==> config.mk <==
export PLATFORM = sky130hd
export DESIGN_NAME = sepc_ctrl
export DESIGN_NICKNAME = d
export VERILOG_FILES = /design/src/verilog/sepc_pkg.sv /design/src/verilog/sepc_sync.sv /design/src/verilog/sepc_ctrl.sv
export SDC_FILE = /design/constraint.sdc
export NUM_CORES = 1
export LEC_CHECK = 0
export ABC_CLOCK_PERIOD_IN_PS = 6350
export BUFFER_PORTS_ARGS = -buffer_cell sky130_fd_sc_hd__buf_2
export CAP_MARGIN = 10
export CORE_AREA = 2 2 161 179
export CTS_CLUSTER_DIAMETER = 150
export DETAILED_ROUTE_END_ITERATION = 7
export DIE_AREA = 0 0 163 181
export PLACE_DENSITY = 0.84
export SLEW_MARGIN = 20
export SYNTH_ARGS = -nofsm -noshare
export SYNTH_HDL_FRONTEND = slang
export SYNTH_HIERARCHICAL = 1
export SYNTH_SLANG_ARGS = --single-unit
==> constraint.sdc <==
create_clock -name clk -period 6.35 [get_ports clk]
set_input_delay 0.9525 -clock clk [delete_from_list [all_inputs] [get_ports clk]]
set_output_delay 0.9525 -clock clk [all_outputs]
set_load 0.1 [all_outputs]
==> src/verilog/sepc_pkg.sv <==
// Constants, types and register map of the serial EEPROM protocol front end
package sepc_pkg;

	// Timing
	localparam int CLK_PERIOD_NS = 40;
	localparam int POR_TIME_NS = 1000;
	localparam int POR_CYC = (POR_TIME_NS + CLK_PERIOD_NS - 1) / CLK_PERIOD_NS;
	localparam int WRITE_TIME_NS = 5000000;
	localparam int WRITE_CYC = WRITE_TIME_NS / CLK_PERIOD_NS;

	// Opcodes
	localparam logic [7:0] OPC_ENABLE_WRITES = 8'h06;
	localparam logic [7:0] OPC_DISABLE_WRITES = 8'h04;
	localparam logic [7:0] OPC_STATUS_READ = 8'h05;
	localparam logic [7:0] OPC_STATUS_WRITE = 8'h01;
	localparam logic [7:0] OPC_MEM_READ = 8'h03;
	localparam logic [7:0] OPC_MEM_WRITE = 8'h02;

	// Bit counts within a frame
	localparam logic [15:0] BITS_OPCODE = 16'h0008;
	localparam logic [15:0] BITS_STATUS_WRITE = 16'h0010;
	localparam logic [15:0] BITS_HEADER = 16'h0018;
	localparam logic [15:0] BITS_WRITE_MIN = 16'h0020;
	localparam logic [2:0] BIT_LAST_OF_BYTE = 3'h7;

	// Protect size codes
	localparam logic [1:0] PROT_NONE = 2'h0;
	localparam logic [1:0] PROT_QUARTER = 2'h1;
	localparam logic [1:0] PROT_HALF = 2'h2;
	localparam logic [1:0] PROT_ALL = 2'h3;

	// Status byte on the link
	localparam int SR_BUSY = 0;
	localparam int SR_WLATCH = 1;
	localparam int SR_PROT_LO = 2;
	localparam int SR_PROT_HI = 3;
	localparam int SR_LOCK = 7;

	// Non-volatile bit positions
	localparam int NV_PROT_LO = 0;
	localparam int NV_PROT_HI = 1;
	localparam int NV_LOCK = 2;

	// Register map, word index
	localparam logic [1:0] REG_CTRL = 2'h0;
	localparam logic [1:0] REG_STAT = 2'h1;
	localparam int CTRL_LINK_EN = 0;
	localparam logic CTRL_LINK_EN_RST = 1'b1;
	localparam int STAT_SEL = 8;
	localparam int STAT_HOLD = 9;
	localparam int STAT_STBY = 10;
	localparam int STAT_POR_DONE = 11;

	typedef enum logic [2:0] {
		ST_IDLE = 3'h0,
		ST_OPC = 3'h1,
		ST_ADDR = 3'h2,
		ST_DATA = 3'h3,
		ST_OUT = 3'h4,
		ST_WAIT = 3'h5
	} sepc_state_t;

	typedef struct packed {
		logic cs_n;
		logic sclk;
		logic mosi;
		logic hold_n;
		logic wp_n;
	} sepc_pins_t;

	// Line reset values: select low so a held-low line never looks like a fall
	localparam sepc_pins_t PIN_RST = '{cs_n: 1'b0, sclk: 1'b0, mosi: 1'b0,
		hold_n: 1'b1, wp_n: 1'b1};

	typedef struct packed {
		logic stb;
		logic [15:0] addr;
		logic [7:0] data;
	} sepc_memwr_t;

endpackage

==> src/verilog/sepc_sync.sv <==
// Two-flop synchroniser for the link pins
`timescale 1ns/1ps
module sepc_sync #(
	parameter int W = 1,
	parameter logic [W-1:0] RST_VAL = '0
) (
	input wire logic clk,
	input wire logic sys_rst,
	input wire logic [W-1:0] d,
	output logic [W-1:0] q
);

	logic [W-1:0] meta_q;
	logic [W-1:0] sync_q;

	// First stage feeds only the second stage
	always_ff @(posedge clk) begin
		if (sys_rst) begin
			meta_q <= RST_VAL;
			sync_q <= RST_VAL;
		end else begin
			meta_q <= d;
			sync_q <= meta_q;
		end
	end

	assign q = sync_q;

endmodule

==> src/verilog/sepc_ctrl.sv <==
// Serial EEPROM protocol front end with Avalon-MM control registers
//
// Decided for this implementation: the address map and the Avalon-MM interface to the registers.
`timescale 1ns/1ps
// How it works
// - Ignore link until power-on clear ends
// - Protect and lock bits survive reset
// - Select only on a select falling edge
// - Active when selected, standby when idle
// - Hold floats output, ignores data and clock
// - Hold enters when selected, clock low
// - Hold leaves on rise with clock low
// - Hold keeps bit count and state
// - Deselect during hold resets the protocol
// - Writes need whole bytes of clocks
// - Data changes need write latch set
// - Latch clears on disable or write end
// - Execute only when deselect follows last bit
// - Last bit per opcode; reads exempt
// - Protect code: none, quarter, half, all
// - Writes into protected region are rejected
// - Lock pin freezes the protect bits when lock bit set
// - Opcodes for latch set, clear, status read
// - Opcodes for status write, read, write
// - Unknown opcode deselects until new select
// - Shift MSB first, sample rise, drive fall
// - Output floats while deselected
// - Busy flag set during write cycle
// - Lock bit plus low pin blocks status write
module sepc_ctrl import sepc_pkg::*; #(
	parameter int ADDR_W = 11,
	parameter int PAGE_BYTES = 32,
	parameter int WRITE_CYCLES = WRITE_CYC,
	parameter logic [2:0] NV_INIT = 3'h0
) (
	input wire logic clk,
	input wire logic sys_rst,
	input wire logic spi_clk,
	input wire logic spi_cs_n,
	input wire logic spi_mosi,
	input wire logic spi_hold_n,
	input wire logic spi_wp_n,
	output logic spi_miso,
	output logic spi_miso_oe_n,
	output sepc_memwr_t mem_wr,
	output logic [ADDR_W-1:0] mem_rd_addr,
	input wire logic [7:0] mem_rd_data,
	output logic standby,
	input wire logic [1:0] avs_address,
	input wire logic avs_read,
	input wire logic avs_write,
	input wire logic [31:0] avs_writedata,
	input wire logic [3:0] avs_byteenable,
	output logic [31:0] avs_readdata,
	output logic avs_waitrequest
);

	localparam int PG_W = $clog2(PAGE_BYTES);
	localparam int CNT_W = $clog2(WRITE_CYCLES + 1);
	localparam int POR_W = $clog2(POR_CYC + 1);
	localparam logic [CNT_W-1:0] WR_LAST = CNT_W'(WRITE_CYCLES - 1);
	localparam logic [POR_W-1:0] POR_LAST = POR_W'(POR_CYC);
	localparam logic [PG_W-1:0] PG_LAST = PG_W'(PAGE_BYTES - 1);

	function automatic logic prot_hit(input logic [ADDR_W-1:0] a, input logic [1:0] bp);
		logic hit;
		hit = 1'b1;
		case (bp)
			PROT_NONE: hit = 1'b0;
			PROT_QUARTER: hit = &a[ADDR_W-1 -: 2];
			PROT_HALF: hit = a[ADDR_W-1];
			PROT_ALL: hit = 1'b1;
		endcase
		return hit;
	endfunction

	// Pin synchronisation
	sepc_pins_t pin_raw;
	sepc_pins_t pin_s;
	sepc_pins_t pin_prev_q;

	assign pin_raw = '{cs_n: spi_cs_n, sclk: spi_clk, mosi: spi_mosi,
		hold_n: spi_hold_n, wp_n: spi_wp_n};

	sepc_sync #(.W($bits(sepc_pins_t)), .RST_VAL(PIN_RST)) u_sync (
		.clk(clk),
		.sys_rst(sys_rst),
		.d(pin_raw),
		.q(pin_s)
	);

	always_ff @(posedge clk) begin
		if (sys_rst) begin
			pin_prev_q <= PIN_RST;
		end else begin
			pin_prev_q <= pin_s;
		end
	end

	// State
	sepc_state_t state_q;
	logic sel_q;
	logic hold_q;
	logic por_done_q;
	logic [POR_W-1:0] por_cnt_q;
	logic link_en_q;
	logic [7:0] rx_q;
	logic [15:0] bitcnt_q;
	logic [7:0] opc_q;
	logic [15:0] addr_q;
	logic [7:0] nv_new_q;
	logic [7:0] tx_q;
	logic miso_q;
	logic miso_oe_n_q;
	logic [ADDR_W-1:0] rd_addr_q;
	logic wlatch_q;
	logic busy_q;
	logic busy_nv_q;
	logic [CNT_W-1:0] busy_cnt_q;
	logic flush_q;
	logic [PG_W-1:0] flush_idx_q;
	logic [PG_W-1:0] pg_lo_q;
	logic [PAGE_BYTES-1:0] pg_mask_q;
	logic [7:0] pg_buf_q [PAGE_BYTES];
	sepc_memwr_t mem_wr_q;
	logic standby_q;
	logic [31:0] rdata_q;
	logic wait_q;
	// Non-volatile bits: no reset, power-on value only
	logic [2:0] nv_q = NV_INIT;

	// Edge and event decode
	wire sclk_low = ~pin_s.sclk & ~pin_prev_q.sclk;
	wire active = sel_q & ~hold_q;
	wire sclk_rise = active & pin_s.sclk & ~pin_prev_q.sclk;
	wire sclk_fall = active & ~pin_s.sclk & pin_prev_q.sclk;
	wire cs_fall = ~pin_s.cs_n & pin_prev_q.cs_n;
	wire cs_rise = pin_s.cs_n & ~pin_prev_q.cs_n;
	wire hold_fall = ~pin_s.hold_n & pin_prev_q.hold_n;
	wire hold_rise = pin_s.hold_n & ~pin_prev_q.hold_n;
	wire hold_enter = sel_q & ~pin_s.cs_n & hold_fall & sclk_low;
	wire hold_leave = hold_q & hold_rise & sclk_low;
	wire select_now = cs_fall & por_done_q & link_en_q;

	wire [7:0] rx_byte = {rx_q[6:0], pin_s.mosi};
	wire byte_done = sclk_rise & (bitcnt_q[2:0] == BIT_LAST_OF_BYTE);
	wire opc_done = (state_q == ST_OPC) & byte_done;
	wire opc_known = (rx_byte == OPC_ENABLE_WRITES) | (rx_byte == OPC_DISABLE_WRITES) |
		(rx_byte == OPC_STATUS_READ) | (rx_byte == OPC_STATUS_WRITE) |
		(rx_byte == OPC_MEM_READ) | (rx_byte == OPC_MEM_WRITE);
	wire opc_drop = opc_done & (~opc_known | (busy_q & (rx_byte != OPC_STATUS_READ)));
	wire hdr_done = (state_q == ST_ADDR) & sclk_rise & (bitcnt_q == BITS_HEADER - 16'h0001);
	wire [ADDR_W-1:0] tgt_addr = addr_q[ADDR_W-1:0];

	// Frame end checks; reads carry no deselect window
	wire frame_end = cs_rise & sel_q & ~hold_q;
	wire hw_locked = nv_q[NV_LOCK] & ~pin_s.wp_n;
	wire do_wlatch_set = frame_end & (state_q == ST_WAIT) & (opc_q == OPC_ENABLE_WRITES) &
		(bitcnt_q == BITS_OPCODE);
	wire do_wlatch_clr = frame_end & (state_q == ST_WAIT) & (opc_q == OPC_DISABLE_WRITES) &
		(bitcnt_q == BITS_OPCODE);
	wire do_nv_write = frame_end & (state_q == ST_WAIT) & (opc_q == OPC_STATUS_WRITE) &
		(bitcnt_q == BITS_STATUS_WRITE) & wlatch_q & ~hw_locked;
	wire do_mem_write = frame_end & (state_q == ST_DATA) & (opc_q == OPC_MEM_WRITE) &
		(bitcnt_q >= BITS_WRITE_MIN) & (bitcnt_q[2:0] == 3'h0) & wlatch_q &
		~prot_hit(tgt_addr, nv_q[NV_PROT_HI:NV_PROT_LO]);
	wire busy_end = busy_q & (busy_cnt_q == '0);

	// Power-on clear
	always_ff @(posedge clk) begin
		if (sys_rst) begin
			por_cnt_q <= '0;
			por_done_q <= 1'b0;
		end else if (!por_done_q) begin
			por_cnt_q <= por_cnt_q + 1'b1;
			por_done_q <= (por_cnt_q == POR_LAST);
		end
	end

	// Selection and hold
	always_ff @(posedge clk) begin
		if (sys_rst) begin
			sel_q <= 1'b0;
			hold_q <= 1'b0;
		end else begin
			if (cs_rise || opc_drop) begin
				sel_q <= 1'b0;
			end else if (select_now) begin
				sel_q <= 1'b1;
			end
			if (cs_rise || hold_leave) begin
				hold_q <= 1'b0;
			end else if (hold_enter) begin
				hold_q <= 1'b1;
			end
		end
	end

	// Receive path: state advances on a clock edge outside hold, and to ST_OPC on select
	always_ff @(posedge clk) begin
		if (sys_rst) begin
			state_q <= ST_IDLE;
			bitcnt_q <= '0;
			rx_q <= '0;
			opc_q <= '0;
			addr_q <= '0;
			nv_new_q <= '0;
		end else if (cs_rise || opc_drop || !sel_q) begin
			state_q <= (select_now && !cs_rise) ? ST_OPC : ST_IDLE;
			bitcnt_q <= '0;
		end else if (sclk_rise) begin
			rx_q <= rx_byte;
			if (bitcnt_q != 16'hffff) begin
				bitcnt_q <= bitcnt_q + 16'h0001;
			end
			unique case (state_q)
				ST_IDLE: begin
					state_q <= ST_IDLE;
				end
				ST_OPC: begin
					if (byte_done) begin
						opc_q <= rx_byte;
						if (rx_byte == OPC_STATUS_READ) begin
							state_q <= ST_OUT;
						end else if (rx_byte == OPC_STATUS_WRITE) begin
							state_q <= ST_DATA;
						end else if (rx_byte == OPC_MEM_READ || rx_byte == OPC_MEM_WRITE) begin
							state_q <= ST_ADDR;
						end else begin
							state_q <= ST_WAIT;
						end
					end
				end
				ST_ADDR: begin
					addr_q <= {addr_q[14:0], pin_s.mosi};
					if (hdr_done) begin
						state_q <= (opc_q == OPC_MEM_READ) ? ST_OUT : ST_DATA;
					end
				end
				ST_DATA: begin
					if (byte_done && opc_q == OPC_STATUS_WRITE) begin
						nv_new_q <= rx_byte;
						state_q <= ST_WAIT;
					end
				end
				ST_OUT: begin
					state_q <= ST_OUT;
				end
				ST_WAIT: begin
					state_q <= ST_WAIT;
				end
			endcase
		end
	end

	// Page buffer; bytes wrap inside the page, later ones overwrite
	always_ff @(posedge clk) begin
		if (sys_rst) begin
			pg_lo_q <= '0;
			pg_mask_q <= '0;
		end else if (hdr_done && opc_q == OPC_MEM_WRITE) begin
			pg_lo_q <= addr_q[PG_W-2:0] == '0 ? {addr_q[PG_W-2:0], pin_s.mosi} :
				{addr_q[PG_W-2:0], pin_s.mosi};
			pg_mask_q <= '0;
		end else if (byte_done && state_q == ST_DATA && opc_q == OPC_MEM_WRITE && !busy_q) begin
			pg_buf_q[pg_lo_q] <= rx_byte;
			pg_mask_q[pg_lo_q] <= 1'b1;
			pg_lo_q <= pg_lo_q + 1'b1;
		end
	end

	// Transmit path for status and array reads
	wire tx_load = sclk_fall & (state_q == ST_OUT) & (bitcnt_q[2:0] == 3'h0);
	logic [7:0] sr_byte;

	always_comb begin
		sr_byte = '0;
		sr_byte[SR_BUSY] = busy_q;
		sr_byte[SR_WLATCH] = wlatch_q;
		sr_byte[SR_PROT_LO] = nv_q[NV_PROT_LO];
		sr_byte[SR_PROT_HI] = nv_q[NV_PROT_HI];
		sr_byte[SR_LOCK] = nv_q[NV_LOCK];
	end

	wire [7:0] tx_src = (opc_q == OPC_STATUS_READ) ? sr_byte : mem_rd_data;

	always_ff @(posedge clk) begin
		if (sys_rst) begin
			tx_q <= '0;
			miso_q <= 1'b0;
			rd_addr_q <= '0;
		end else if (hdr_done) begin
			rd_addr_q <= {addr_q[ADDR_W-2:0], pin_s.mosi};
		end else if (tx_load) begin
			miso_q <= tx_src[7];
			tx_q <= {tx_src[6:0], 1'b0};
			if (opc_q == OPC_MEM_READ) begin
				rd_addr_q <= rd_addr_q + 1'b1;
			end
		end else if (sclk_fall && state_q == ST_OUT) begin
			miso_q <= tx_q[7];
			tx_q <= {tx_q[6:0], 1'b0};
		end
	end

	// Output enable is active low; floats when deselected or held
	always_ff @(posedge clk) begin
		if (sys_rst) begin
			miso_oe_n_q <= 1'b1;
		end else begin
			miso_oe_n_q <= ~(active & ~pin_s.cs_n & (state_q == ST_OUT));
		end
	end

	// Write latch
	always_ff @(posedge clk) begin
		if (sys_rst) begin
			wlatch_q <= 1'b0;
		end else if (do_wlatch_clr || busy_end) begin
			wlatch_q <= 1'b0;
		end else if (do_wlatch_set) begin
			wlatch_q <= 1'b1;
		end
	end

	// Self-timed write cycle
	always_ff @(posedge clk) begin
		if (sys_rst) begin
			busy_q <= 1'b0;
			busy_nv_q <= 1'b0;
			busy_cnt_q <= '0;
		end else if (do_nv_write || do_mem_write) begin
			busy_q <= 1'b1;
			busy_nv_q <= do_nv_write;
			busy_cnt_q <= WR_LAST;
		end else if (busy_end) begin
			busy_q <= 1'b0;
			if (busy_nv_q && !hw_locked) begin
				nv_q <= {nv_new_q[SR_LOCK], nv_new_q[SR_PROT_HI], nv_new_q[SR_PROT_LO]};
			end
		end else if (busy_q) begin
			busy_cnt_q <= busy_cnt_q - 1'b1;
		end
	end

	// Array write-out, one byte per clock at the start of the cycle
	always_ff @(posedge clk) begin
		if (sys_rst) begin
			flush_q <= 1'b0;
			flush_idx_q <= '0;
			mem_wr_q <= '0;
		end else begin
			mem_wr_q.stb <= flush_q & pg_mask_q[flush_idx_q];
			mem_wr_q.addr <= 16'({addr_q[ADDR_W-1:PG_W], flush_idx_q});
			mem_wr_q.data <= pg_buf_q[flush_idx_q];
			if (do_mem_write) begin
				flush_q <= 1'b1;
				flush_idx_q <= '0;
			end else if (flush_q) begin
				flush_q <= (flush_idx_q != PG_LAST);
				flush_idx_q <= flush_idx_q + 1'b1;
			end
		end
	end

	// Standby only when deselected with no write cycle running
	always_ff @(posedge clk) begin
		if (sys_rst) begin
			standby_q <= 1'b1;
		end else begin
			standby_q <= ~sel_q & ~busy_q & pin_s.cs_n;
		end
	end

	// Avalon-MM slave, one wait cycle per access
	wire avs_req = avs_read | avs_write;
	wire hit_ctrl = (avs_address == REG_CTRL);
	wire hit_stat = (avs_address == REG_STAT);
	logic [31:0] stat_word;
	logic [31:0] ctrl_word;

	always_comb begin
		stat_word = '0;
		stat_word[7:0] = sr_byte;
		stat_word[STAT_SEL] = sel_q;
		stat_word[STAT_HOLD] = hold_q;
		stat_word[STAT_STBY] = standby_q;
		stat_word[STAT_POR_DONE] = por_done_q;
		ctrl_word = '0;
		ctrl_word[CTRL_LINK_EN] = link_en_q;
	end

	wire [31:0] rd_mux = hit_ctrl ? ctrl_word : (hit_stat ? stat_word : 32'h0000_0000);

	always_ff @(posedge clk) begin
		if (sys_rst) begin
			wait_q <= 1'b1;
			rdata_q <= '0;
			link_en_q <= CTRL_LINK_EN_RST;
		end else if (avs_req && wait_q) begin
			wait_q <= 1'b0;
			rdata_q <= avs_read ? rd_mux : rdata_q;
		end else begin
			wait_q <= 1'b1;
			if (avs_write && !wait_q && hit_ctrl && avs_byteenable[0]) begin
				link_en_q <= avs_writedata[CTRL_LINK_EN];
			end
		end
	end

	assign spi_miso = miso_q;
	assign spi_miso_oe_n = miso_oe_n_q;
	assign mem_wr = mem_wr_q;
	assign mem_rd_addr = rd_addr_q;
	assign standby = standby_q;
	assign avs_readdata = rdata_q;
	assign avs_waitrequest = wait_q;

endmodule

==> results of run 1 <==
stage by stage:
| stage | cell area, µm² | utilization [%] |
|---|---|---|
| floorplan | 17920 | - |
| global placement | 18350 | 66.41 |
| detailed placement | 18350 | 66.41 |
| CTS | 19720 | 71.37 |
| global route | 19720 | 71.37 |
| finish | 19720 | 71.37 |
sequential cells by signal, indices dropped and copies added, names as in the netlist, 3 cells and up:
register,flops
u_sync/meta_q,5
por_cnt_q,5
pg_lo_q,5
opc_q,8
mem_wr,20
mem_rd_addr,11
nv_new_q,3
pin_prev_q,3
pg_mask_q,32
addr_q,11
busy_cnt_q,17
bitcnt_q,16
flush_idx_q,5
u_sync/q,5
avs_readdata,9
state_q,3
pg_buf_q,256
nv_q,3
rx_q,7
tx_q,7
how the worst max path moves through the flow:
stage | slack (ns) | end | cells after the start
after global routing | 2.76 | pg_buf_q[27][4]$_DFFE_PP_ | 5
after global placement | 3.07 | pg_buf_q[25][6]$_DFFE_PP_ | 5
final | 2.89 | pg_buf_q[14][4]$_DFFE_PP_ | 7
after CTS | 2.97 | pg_buf_q[1][5]$_DFFE_PP_ | 7
after floorplan | 3.77 | pg_buf_q[0][0]$_DFFE_PP_ | 7
after detailed placement | 2.97 | pg_buf_q[1][4]$_DFFE_PP_ | 7
cell type report:
| type | instances | area share [%] |
|---|---|---|
| Inverter | 17 | 0.3236 |
| Tap cell | 363 | 2.304 |
| Timing Repair Buffer | 79 | 2.208 |
| Clock inverter | 21 | 1.041 |
| Sequential cell | 443 | 58.17 |
| Clock buffer | 56 | 5.908 |
| Multi-Input combinational cell | 784 | 30.04 |
cells in the mapped netlist, drive strengths merged, types with 3 or more instances:
| cell | instances |
|---|---|
| mux2 | 6 |
| nand2b | 6 |
| xor2 | 11 |
| o21ai | 15 |
| a21o | 32 |
| buf | 48 |
| nand2 | 51 |
| nor4b | 5 |
| o311ai | 9 |
| a21oi | 43 |
| edfxtp | 259 |
| ha | 13 |
| mux4 | 64 |
| mux2i | 59 |
| o31ai | 5 |
| a221oi | 8 |
| dfxtp | 184 |
| a22oi | 19 |
| a311oi | 11 |
| nand3b | 7 |
| nor3b | 4 |
| or2 | 11 |
| and4 | 3 |
| nor3 | 31 |
| a211oi | 14 |
| clkbuf | 48 |
| nand4 | 12 |
| and3 | 16 |
| inv | 17 |
| and2 | 4 |
| or4 | 4 |
| nor2 | 156 |
| nand3 | 32 |
| or3 | 7 |
| xnor2 | 23 |
| nor4bb | 3 |
| nor4 | 15 |
| nor2b | 30 |
logic make-up (layout without fill, tap and decap cells):
logic type                 Yosys count  in the layout  share of synthesized area, %
DFF                                443            443                         64.31
and+or+nand+nor                    404            404                         11.33
AOI/OAI and AO/OA                  176            176                         6.894
xor gates and xnor gates            34             34                         1.671
muxes                              129            129                         11.78
other                                1             28                       0.02104
adders and majority gates           13             13                        0.9127
buffers and inverters              113            173                         3.082
layer usage:
layer | track usage, % | up-vias
li1 | - | 5005
met1 | 33.55 | 5441
met2 | 43.85 | 529
met3 | 4.362 | 90
met4 | 10.09 | 0
met5 | 0 | -
power by group:
| group | total [mW] | internal [mW] | switching, mW |
|---|---|---|---|
| Combinational | 0.145 | 0.0165 | 0.128 |
| Clock | 2.48 | 1.45 | 1.03 |
| Sequential | 3.02 | 3.02 | 0.00497 |
layout by cell type (no fill, tap or decap), types with 12 or more instances in the layout:
master,n
dfxtp_1,181
mux4_2,64
buf_2,63
nor2b_1,30
nor3_1,30
clkbuf_16,43
a21oi_1,42
a22oi_1,19
xnor2_1,23
nand3_1,32
mux2i_1,59
o21ai_0,14
a211oi_1,14
nand2_1,51
inv_1,17
nor4_1,14
ha_1,13
nand4_1,12
and3_1,16
edfxtp_1,259
nor2_1,156
conb_1,28
buf_4,16
a21o_1,32
==> impl_metrics.py, run 1 <==
metrics = {
    "outcome": {
        "status": "finished, final reports clean",
    },
    "place": {
        "numPlacedInstances": 1686,
        "globalplace.congestion": 0.8506,
        "pre_cts_ws_ns": 2.968,
        "dp_hpwl_um": 23310,
        "buffer_ports.inserted": 64,
    },
    "synthesis": {
        "netlist.area_leader.share_pct": 43.64,
        "synthDistinctLibCells": 67,
        "synth_top_cells_by_area": "edfxtp_1 44%, dfxtp_1 21%, mux4_2 8.1%",
        "count_of_flip_flops_with_a_built_in_enable_after_synthesis": 259,
        "synth.avg_cell_area_um2": 13.57,
        "postSynth.asyncResetShare_pct": 0,
        "yosys.area.top_type": "edfxtp_1",
        "yosys_synthesis_warning_count": 6,
        "syn_area_um2": 17820,
        "postSynthCellCount": 1313,
        "synth-seq-area-share_pct": 64.31,
        "synth_ff_type": "edfxtp_1",
        "postSynthRegisterBits": 443,
    },
    "worst_hold_path": {
        "timing.hold.worst_path_depth": 1,
        "min_from": "u_sync/meta_q[1]$_SDFF_PP1_",
        "hold_path_class": "flip-flop to flip-flop",
        "hold_path_end": "u_sync/q[1]$_SDFF_PP1_",
    },
    "setup_path": {
        "critical_path_rt_ns": 6.50,
        "setup.worst_path.start": "bitcnt_q[0]$_SDFFE_PP0P_",
        "crit_path_max_incr_delay_ns": 0.85,
        "critPathMostFrequentCell": "ha_1",
        "critical_path_buf_inv_count": 0,
        "r2r_cells": 7,
        "r2r_end": "pg_buf_q[14][4]$_DFFE_PP_",
        "rrSetupSlack_ns": 2.89,
        "worst_r2r_startpoint": "bitcnt_q[0]$_SDFFE_PP0P_",
        "crit_path_top_delay_cell": "nor2_1",
        "critical-path-top-delay-family": "simple AND/OR/NAND/NOR gates",
        "critical_path_peak_fanout": 9,
        "worstPathArrival_ns": 3.61,
        "crit_chain": "ha_1, ha_1, nand3b_1, or4_1, nor3_1, nand2_1, nor2_1",
        "critPathCaptureType": "flip-flop",
        "setup.worst_path.class": "flip-flop to flip-flop",
        "setup.worst_path.start_class": "flip-flop",
    },
    "sta": {
        "timing_worst_slew_pin_value_ns": 1.053,
        "rsz0062_at_grt": "no",
        "setup_viol_count_final": 0,
        "slew_viol_final": 0,
        "final_critical_path_share_of_the_clock_period_pct": 54.54,
        "layout_setup_ws_ns": 2.887,
        "worst_hold_slack_ns": 0.4071,
        "max_freq_ghz": 0.2887,
        "finalWorstPathRequiredPeriod_ns": 3.463,
        "setup_total_negative_slack_ns": 0,
        "max-slew-margin-rel_pct": 29.79,
        "number_of_failing_hold_endpoints_at_the_final_stage": 0,
        "finalClockSkew_ns": 0.01969,
    },
    "final_layout": {
        "final_layout_size_suffix_gt1_share_pct": 16.36,
        "multiInputGateArea_um2": 5923,
        "final_non_filler_cells": 1763,
        "antenna_cells": 0,
        "syn_to_final_growth_pct": 10.63,
        "nets": 1435,
        "sequential_cell_area_um2": 11470,
        "final.fill_count": 1715,
    },
    "clocking": {
        "postCtsSetupBuffers": 0,
        "clock_input_transition_at_the_sequential_cells_of_the_worst_setup_and_hold_paths_ns": 0.06,
        "max-clock-path-buffers": 3,
        "holdBufCountCts": 0,
        "inserted_clock_buffers": 42,
        "cts-resized-gates": 0,
        "cts_tree": "built",
        "clock_latency_on_the_worst_skew_pair_ns": 0.53,
        "htree_levels": 2,
        "clock-sinks": 443,
        "ctsRootBufferMaster": "clkbuf_16",
    },
    "global_route": {
        "antenna_found_initial": 0,
        "maximum_number_of_pins_on_one_net_before_global_route_repair": 64,
        "via_count_of_the_first_global_routing_pass": 10840,
        "global_route.overflow_total": 0,
        "total_grt_usage_pct": 25.89,
        "grt_first_pass_wirelength_um": 59330,
    },
    "floorplanning": {
        "floorplan.core_area_um2": 27630,
        "boundaryPins": 127,
        "die_w_um": 163,
        "placement_rows": 64,
        "initial_utilization_pct": 64.51,
        "die_h_um": 181,
        "dieArea_um2": 29500,
    },
    "drt": {
        "wl_met2_um": 18950,
        "drt.antenna.violating_nets": 0,
        "drt-vias-per-instance": 6.276,
        "drt_wl_total_um": 37770,
        "avgRoutedWirePerCell_um": 21.42,
        "route.met3.wl_um": 2826,
        "m1WireLength_um": 14600,
        "detailedRoute.firstIterationViolations": 996,
        "drt_drc_violations_left": 0,
        "routed.top_layer": "met4",
        "dr_total_vias": 11070,
        "drt_first_pass_iters": 5,
    },
    "flow_run": {
        "cap_viol_max_count": 0,
    },
    "power": {
        "vdd.ir_drop.worst_v": 0.0002236,
        "powerDensity_nw_per_um2": 286.5,
        "finalPower_mw": 5.648,
        "power.leakage_nw": 7.068,
    },
}
(Power assumes the default switching activity.)
==> inputs of run 2 (changes only) <==
--- a/config.mk
+++ b/config.mk
@@ -5,14 +5,14 @@
 export SDC_FILE = /design/constraint.sdc
 export NUM_CORES = 1
 export LEC_CHECK = 0
-export ABC_CLOCK_PERIOD_IN_PS = 6350
+export ABC_CLOCK_PERIOD_IN_PS = 2950
 export BUFFER_PORTS_ARGS = -buffer_cell sky130_fd_sc_hd__buf_2
 export CAP_MARGIN = 10
-export CORE_AREA = 2 2 161 179
+export CORE_AREA = 2 2 177 196
 export CTS_CLUSTER_DIAMETER = 150
 export DETAILED_ROUTE_END_ITERATION = 7
-export DIE_AREA = 0 0 163 181
-export PLACE_DENSITY = 0.84
+export DIE_AREA = 0 0 179 198
+export PLACE_DENSITY = 0.75
 export SLEW_MARGIN = 20
 export SYNTH_ARGS = -nofsm -noshare
 export SYNTH_HDL_FRONTEND = slang
==> constraint.sdc (replaced) <==
create_clock -name clk -period 2.95 [get_ports clk]
set_input_delay 0.4425 -clock clk [delete_from_list [all_inputs] [get_ports clk]]
set_output_delay 0.4425 -clock clk [all_outputs]
set_load 0.1 [all_outputs]
==> run 2 against run 1 <==
  * Final cell count rose by 7.5%
  * Count of clock-buffer cells in the layout rose by 10
  * Sequential cell count did not move
  * Clock power grew 110%
  * Clock skew fell by 0.0066 ns
  * Maximum frequency increased by 30%
  * Sequential power grew 120%
  * Die area up 20%
  * Sequential share of layout area is 1.5 points lower
  * Worst setup slack got worse by 2.6 ns
  * Largest power group unchanged
==> impl_metrics.py, run 2 (same netlist as run 1, synthesis figures left out) <==
metrics = {
    "sta": {
        "setup_viol_count_final": 0,
        "finalClockSkew_ns": 0.01312,
        "rsz0062_at_grt": "no",
        "slew_viol_final": 0,
        "finalWorstPathRequiredPeriod_ns": 2.668,
        "max_freq_ghz": 0.3748,
        "number_of_failing_hold_endpoints_at_the_final_stage": 0,
        "setup_total_negative_slack_ns": 0,
        "timing_worst_slew_pin_value_ns": 1.016,
        "final_critical_path_share_of_the_clock_period_pct": 90.44,
        "max-slew-margin-rel_pct": 32.11,
    },
    "drt": {
        "drt_drc_violations_left": 0,
        "drt_wl_total_um": 37260,
        "drt.antenna.violating_nets": 0,
        "drt-vias-per-instance": 5.774,
        "detailedRoute.firstIterationViolations": 883,
        "dr_total_vias": 10950,
        "avgRoutedWirePerCell_um": 19.65,
        "drt_first_pass_iters": 5,
    },
    "final_layout": {
        "antenna_cells": 0,
        "largest_register_ffs": 256,
        "design_area_um2": 20250,
        "mostFrequentLayoutCells": "259 x edfxtp_1, 181 x dfxtp_1, 156 x nor2_1",
        "syn_to_final_growth_pct": 13.63,
        "final.fill_count": 2532,
        "nets": 1493,
        "commonest_non_fill_non_tap_cell_in_the_layout": "edfxtp_1",
        "top_register": "pg_buf_q",
        "final_layout_size_suffix_gt1_share_pct": 19.62,
        "final_non_filler_cells": 1896,
        "finalCoreUtilization_pct": 60.15,
    },
    "place": {
        "buffer_ports.inserted": 64,
        "numPlacedInstances": 1818,
        "globalplace.congestion": 0.8465,
        "placedInstanceArea_um2": 18870,
        "dp_hpwl_um": 24270,
    },
    "setup_path": {
        "worstPathArrival_ns": 2.91,
        "critical-path-top-delay-family": "simple AND/OR/NAND/NOR gates",
        "critPathCaptureType": "flip-flop",
        "crit_path_max_incr_delay_ns": 0.50,
        "critical_path_buf_inv_count": 2,
        "path_depth": 9,
        "worst_r2r_startpoint": "bitcnt_q[0]$_SDFFE_PP0P_",
        "endpoint": "pg_buf_q[19][3]$_DFFE_PP_",
        "critical_path_peak_fanout": 8,
        "crit_chain": "ha_1, ha_1, nand3b_1, or4_1, nor3_2, nand2_1, buf_4, nor2_1, buf_4",
        "setup.worst_path.class": "flip-flop to flip-flop",
        "setup.worst_path.start": "bitcnt_q[0]$_SDFFE_PP0P_",
        "rrSetupSlack_ns": 0.28,
        "crit_path_top_delay_cell": "or4_1",
        "r2r_end": "pg_buf_q[19][3]$_DFFE_PP_",
        "setup.worst_path.start_class": "flip-flop",
        "critical_path_rt_ns": 3.19,
        "r2r_cells": 9,
    },
    "power": {
        "power_frac_clock_pct": 43.9,
        "vdd.ir_drop.worst_v": 0.0003935,
        "power_frac_seq_pct": 53.6,
        "powerDensity_nw_per_um2": 599.6,
        "power.switching_fraction_pct": 20.43,
        "p_sw_mw": 2.481,
        "power.leakage_nw": 7.362,
        "internal-power_mw": 9.662,
        "finalPower_mw": 12.14,
        "combPwrFrac_pct": 2.6,
    },
    "clocking": {
        "ctsRootBufferMaster": "clkbuf_16",
        "max-clock-path-buffers": 3,
        "clock-sinks": 443,
        "clock_latency_on_the_worst_skew_pair_ns": 0.53,
        "holdBufCountCts": 0,
        "clock_input_transition_at_the_sequential_cells_of_the_worst_setup_and_hold_paths_ns": 0.06,
        "htree_levels": 2,
        "cts_tree": "built",
        "inserted_clock_buffers": 43,
    },
    "floorplanning": {
        "floorplan.core_area_um2": 33670,
        "placement_rows": 71,
        "die_h_um": 198,
        "die_w_um": 179,
        "boundaryPins": 127,
        "initial_utilization_pct": 52.93,
        "dieArea_um2": 35440,
    },
    "global_route": {
        "via_count_of_the_first_global_routing_pass": 10730,
        "grt_first_pass_wirelength_um": 58380,
        "antenna_found_initial": 0,
        "maximum_number_of_pins_on_one_net_before_global_route_repair": 63,
        "total_grt_usage_pct": 21.52,
        "global_route.overflow_total": 0,
    },
    "worst_hold_path": {
        "hold_path_class": "input pin to flip-flop",
    },
    "flow_run": {
        "cap_viol_max_count": 0,
    },
    "outcome": {
        "status": "finished, final reports clean",
    },
}
-- run 2: final cells by class --
cell class                 count  area [µm²]  area share (%)
sequential                   443       11470           56.64
inverter                      17       63.81          0.3151
multi-input combinational    784        5928           29.27
clock buffer                  66        1266           6.252
timing repair buffer         136       863.3           4.263
clock inverter                12       112.6          0.5560
tap                          438       548.0           2.706
-- run 2: worst min path at each step --
| stage | start | to | cells past startpoint |
|---|---|---|---|
| finish | spi_hold_n | u_sync/meta_q[1]$_SDFF_PP1_ | 2 |
| global route | spi_hold_n | u_sync/meta_q[1]$_SDFF_PP1_ | 2 |
| CTS | spi_hold_n | u_sync/meta_q[1]$_SDFF_PP1_ | 2 |
| detailed placement | u_sync/meta_q[1]$_SDFF_PP1_ | u_sync/q[1]$_SDFF_PP1_ | 1 |
| global placement | u_sync/meta_q[1]$_SDFF_PP1_ | u_sync/q[1]$_SDFF_PP1_ | 1 |
| floorplan | u_sync/meta_q[0]$_SDFF_PP1_ | u_sync/q[0]$_SDFF_PP1_ | 1 |
-- run 2: repair_timing --
item / CTS / global route
setup buffers: 0 / 0
setup endpoints to repair: 0 / 26
endpoints found under the hold margin: 0 / 0
resized for setup: 0 / 1
-- run 2: power by group through the flow --
stage | Clock (mW) | Sequential, mW | Combinational (mW)
after floorplan | 0 | 6.69 | 0.243
final | 5.33 | 6.51 | 0.311
after CTS | 5.43 | 6.50 | 0.310
after detailed placement | 0 | 6.64 | 0.310
after global routing | 5.67 | 6.50 | 0.327
after global placement | 0 | 6.64 | 0.307
-- run 2: metrics by stage --
stage,hold slack (ns),setup WS [ns]
CTS,0.04989,0.1973
finish,0.08118,0.2821
global route,0.07455,0.1157
global placement,0.3867,0.2976
floorplan,0.3832,0.3658
detailed placement,0.4004,0.2297
-- run 2: layer usage --
layer / GRT usage [%] / part of all wire (%)
met1: 27.68 / 41
met2: 36.55 / 51
met3: 3.379 / 5.3
met4: 8.431 / 3.1
met5: 0 / 0
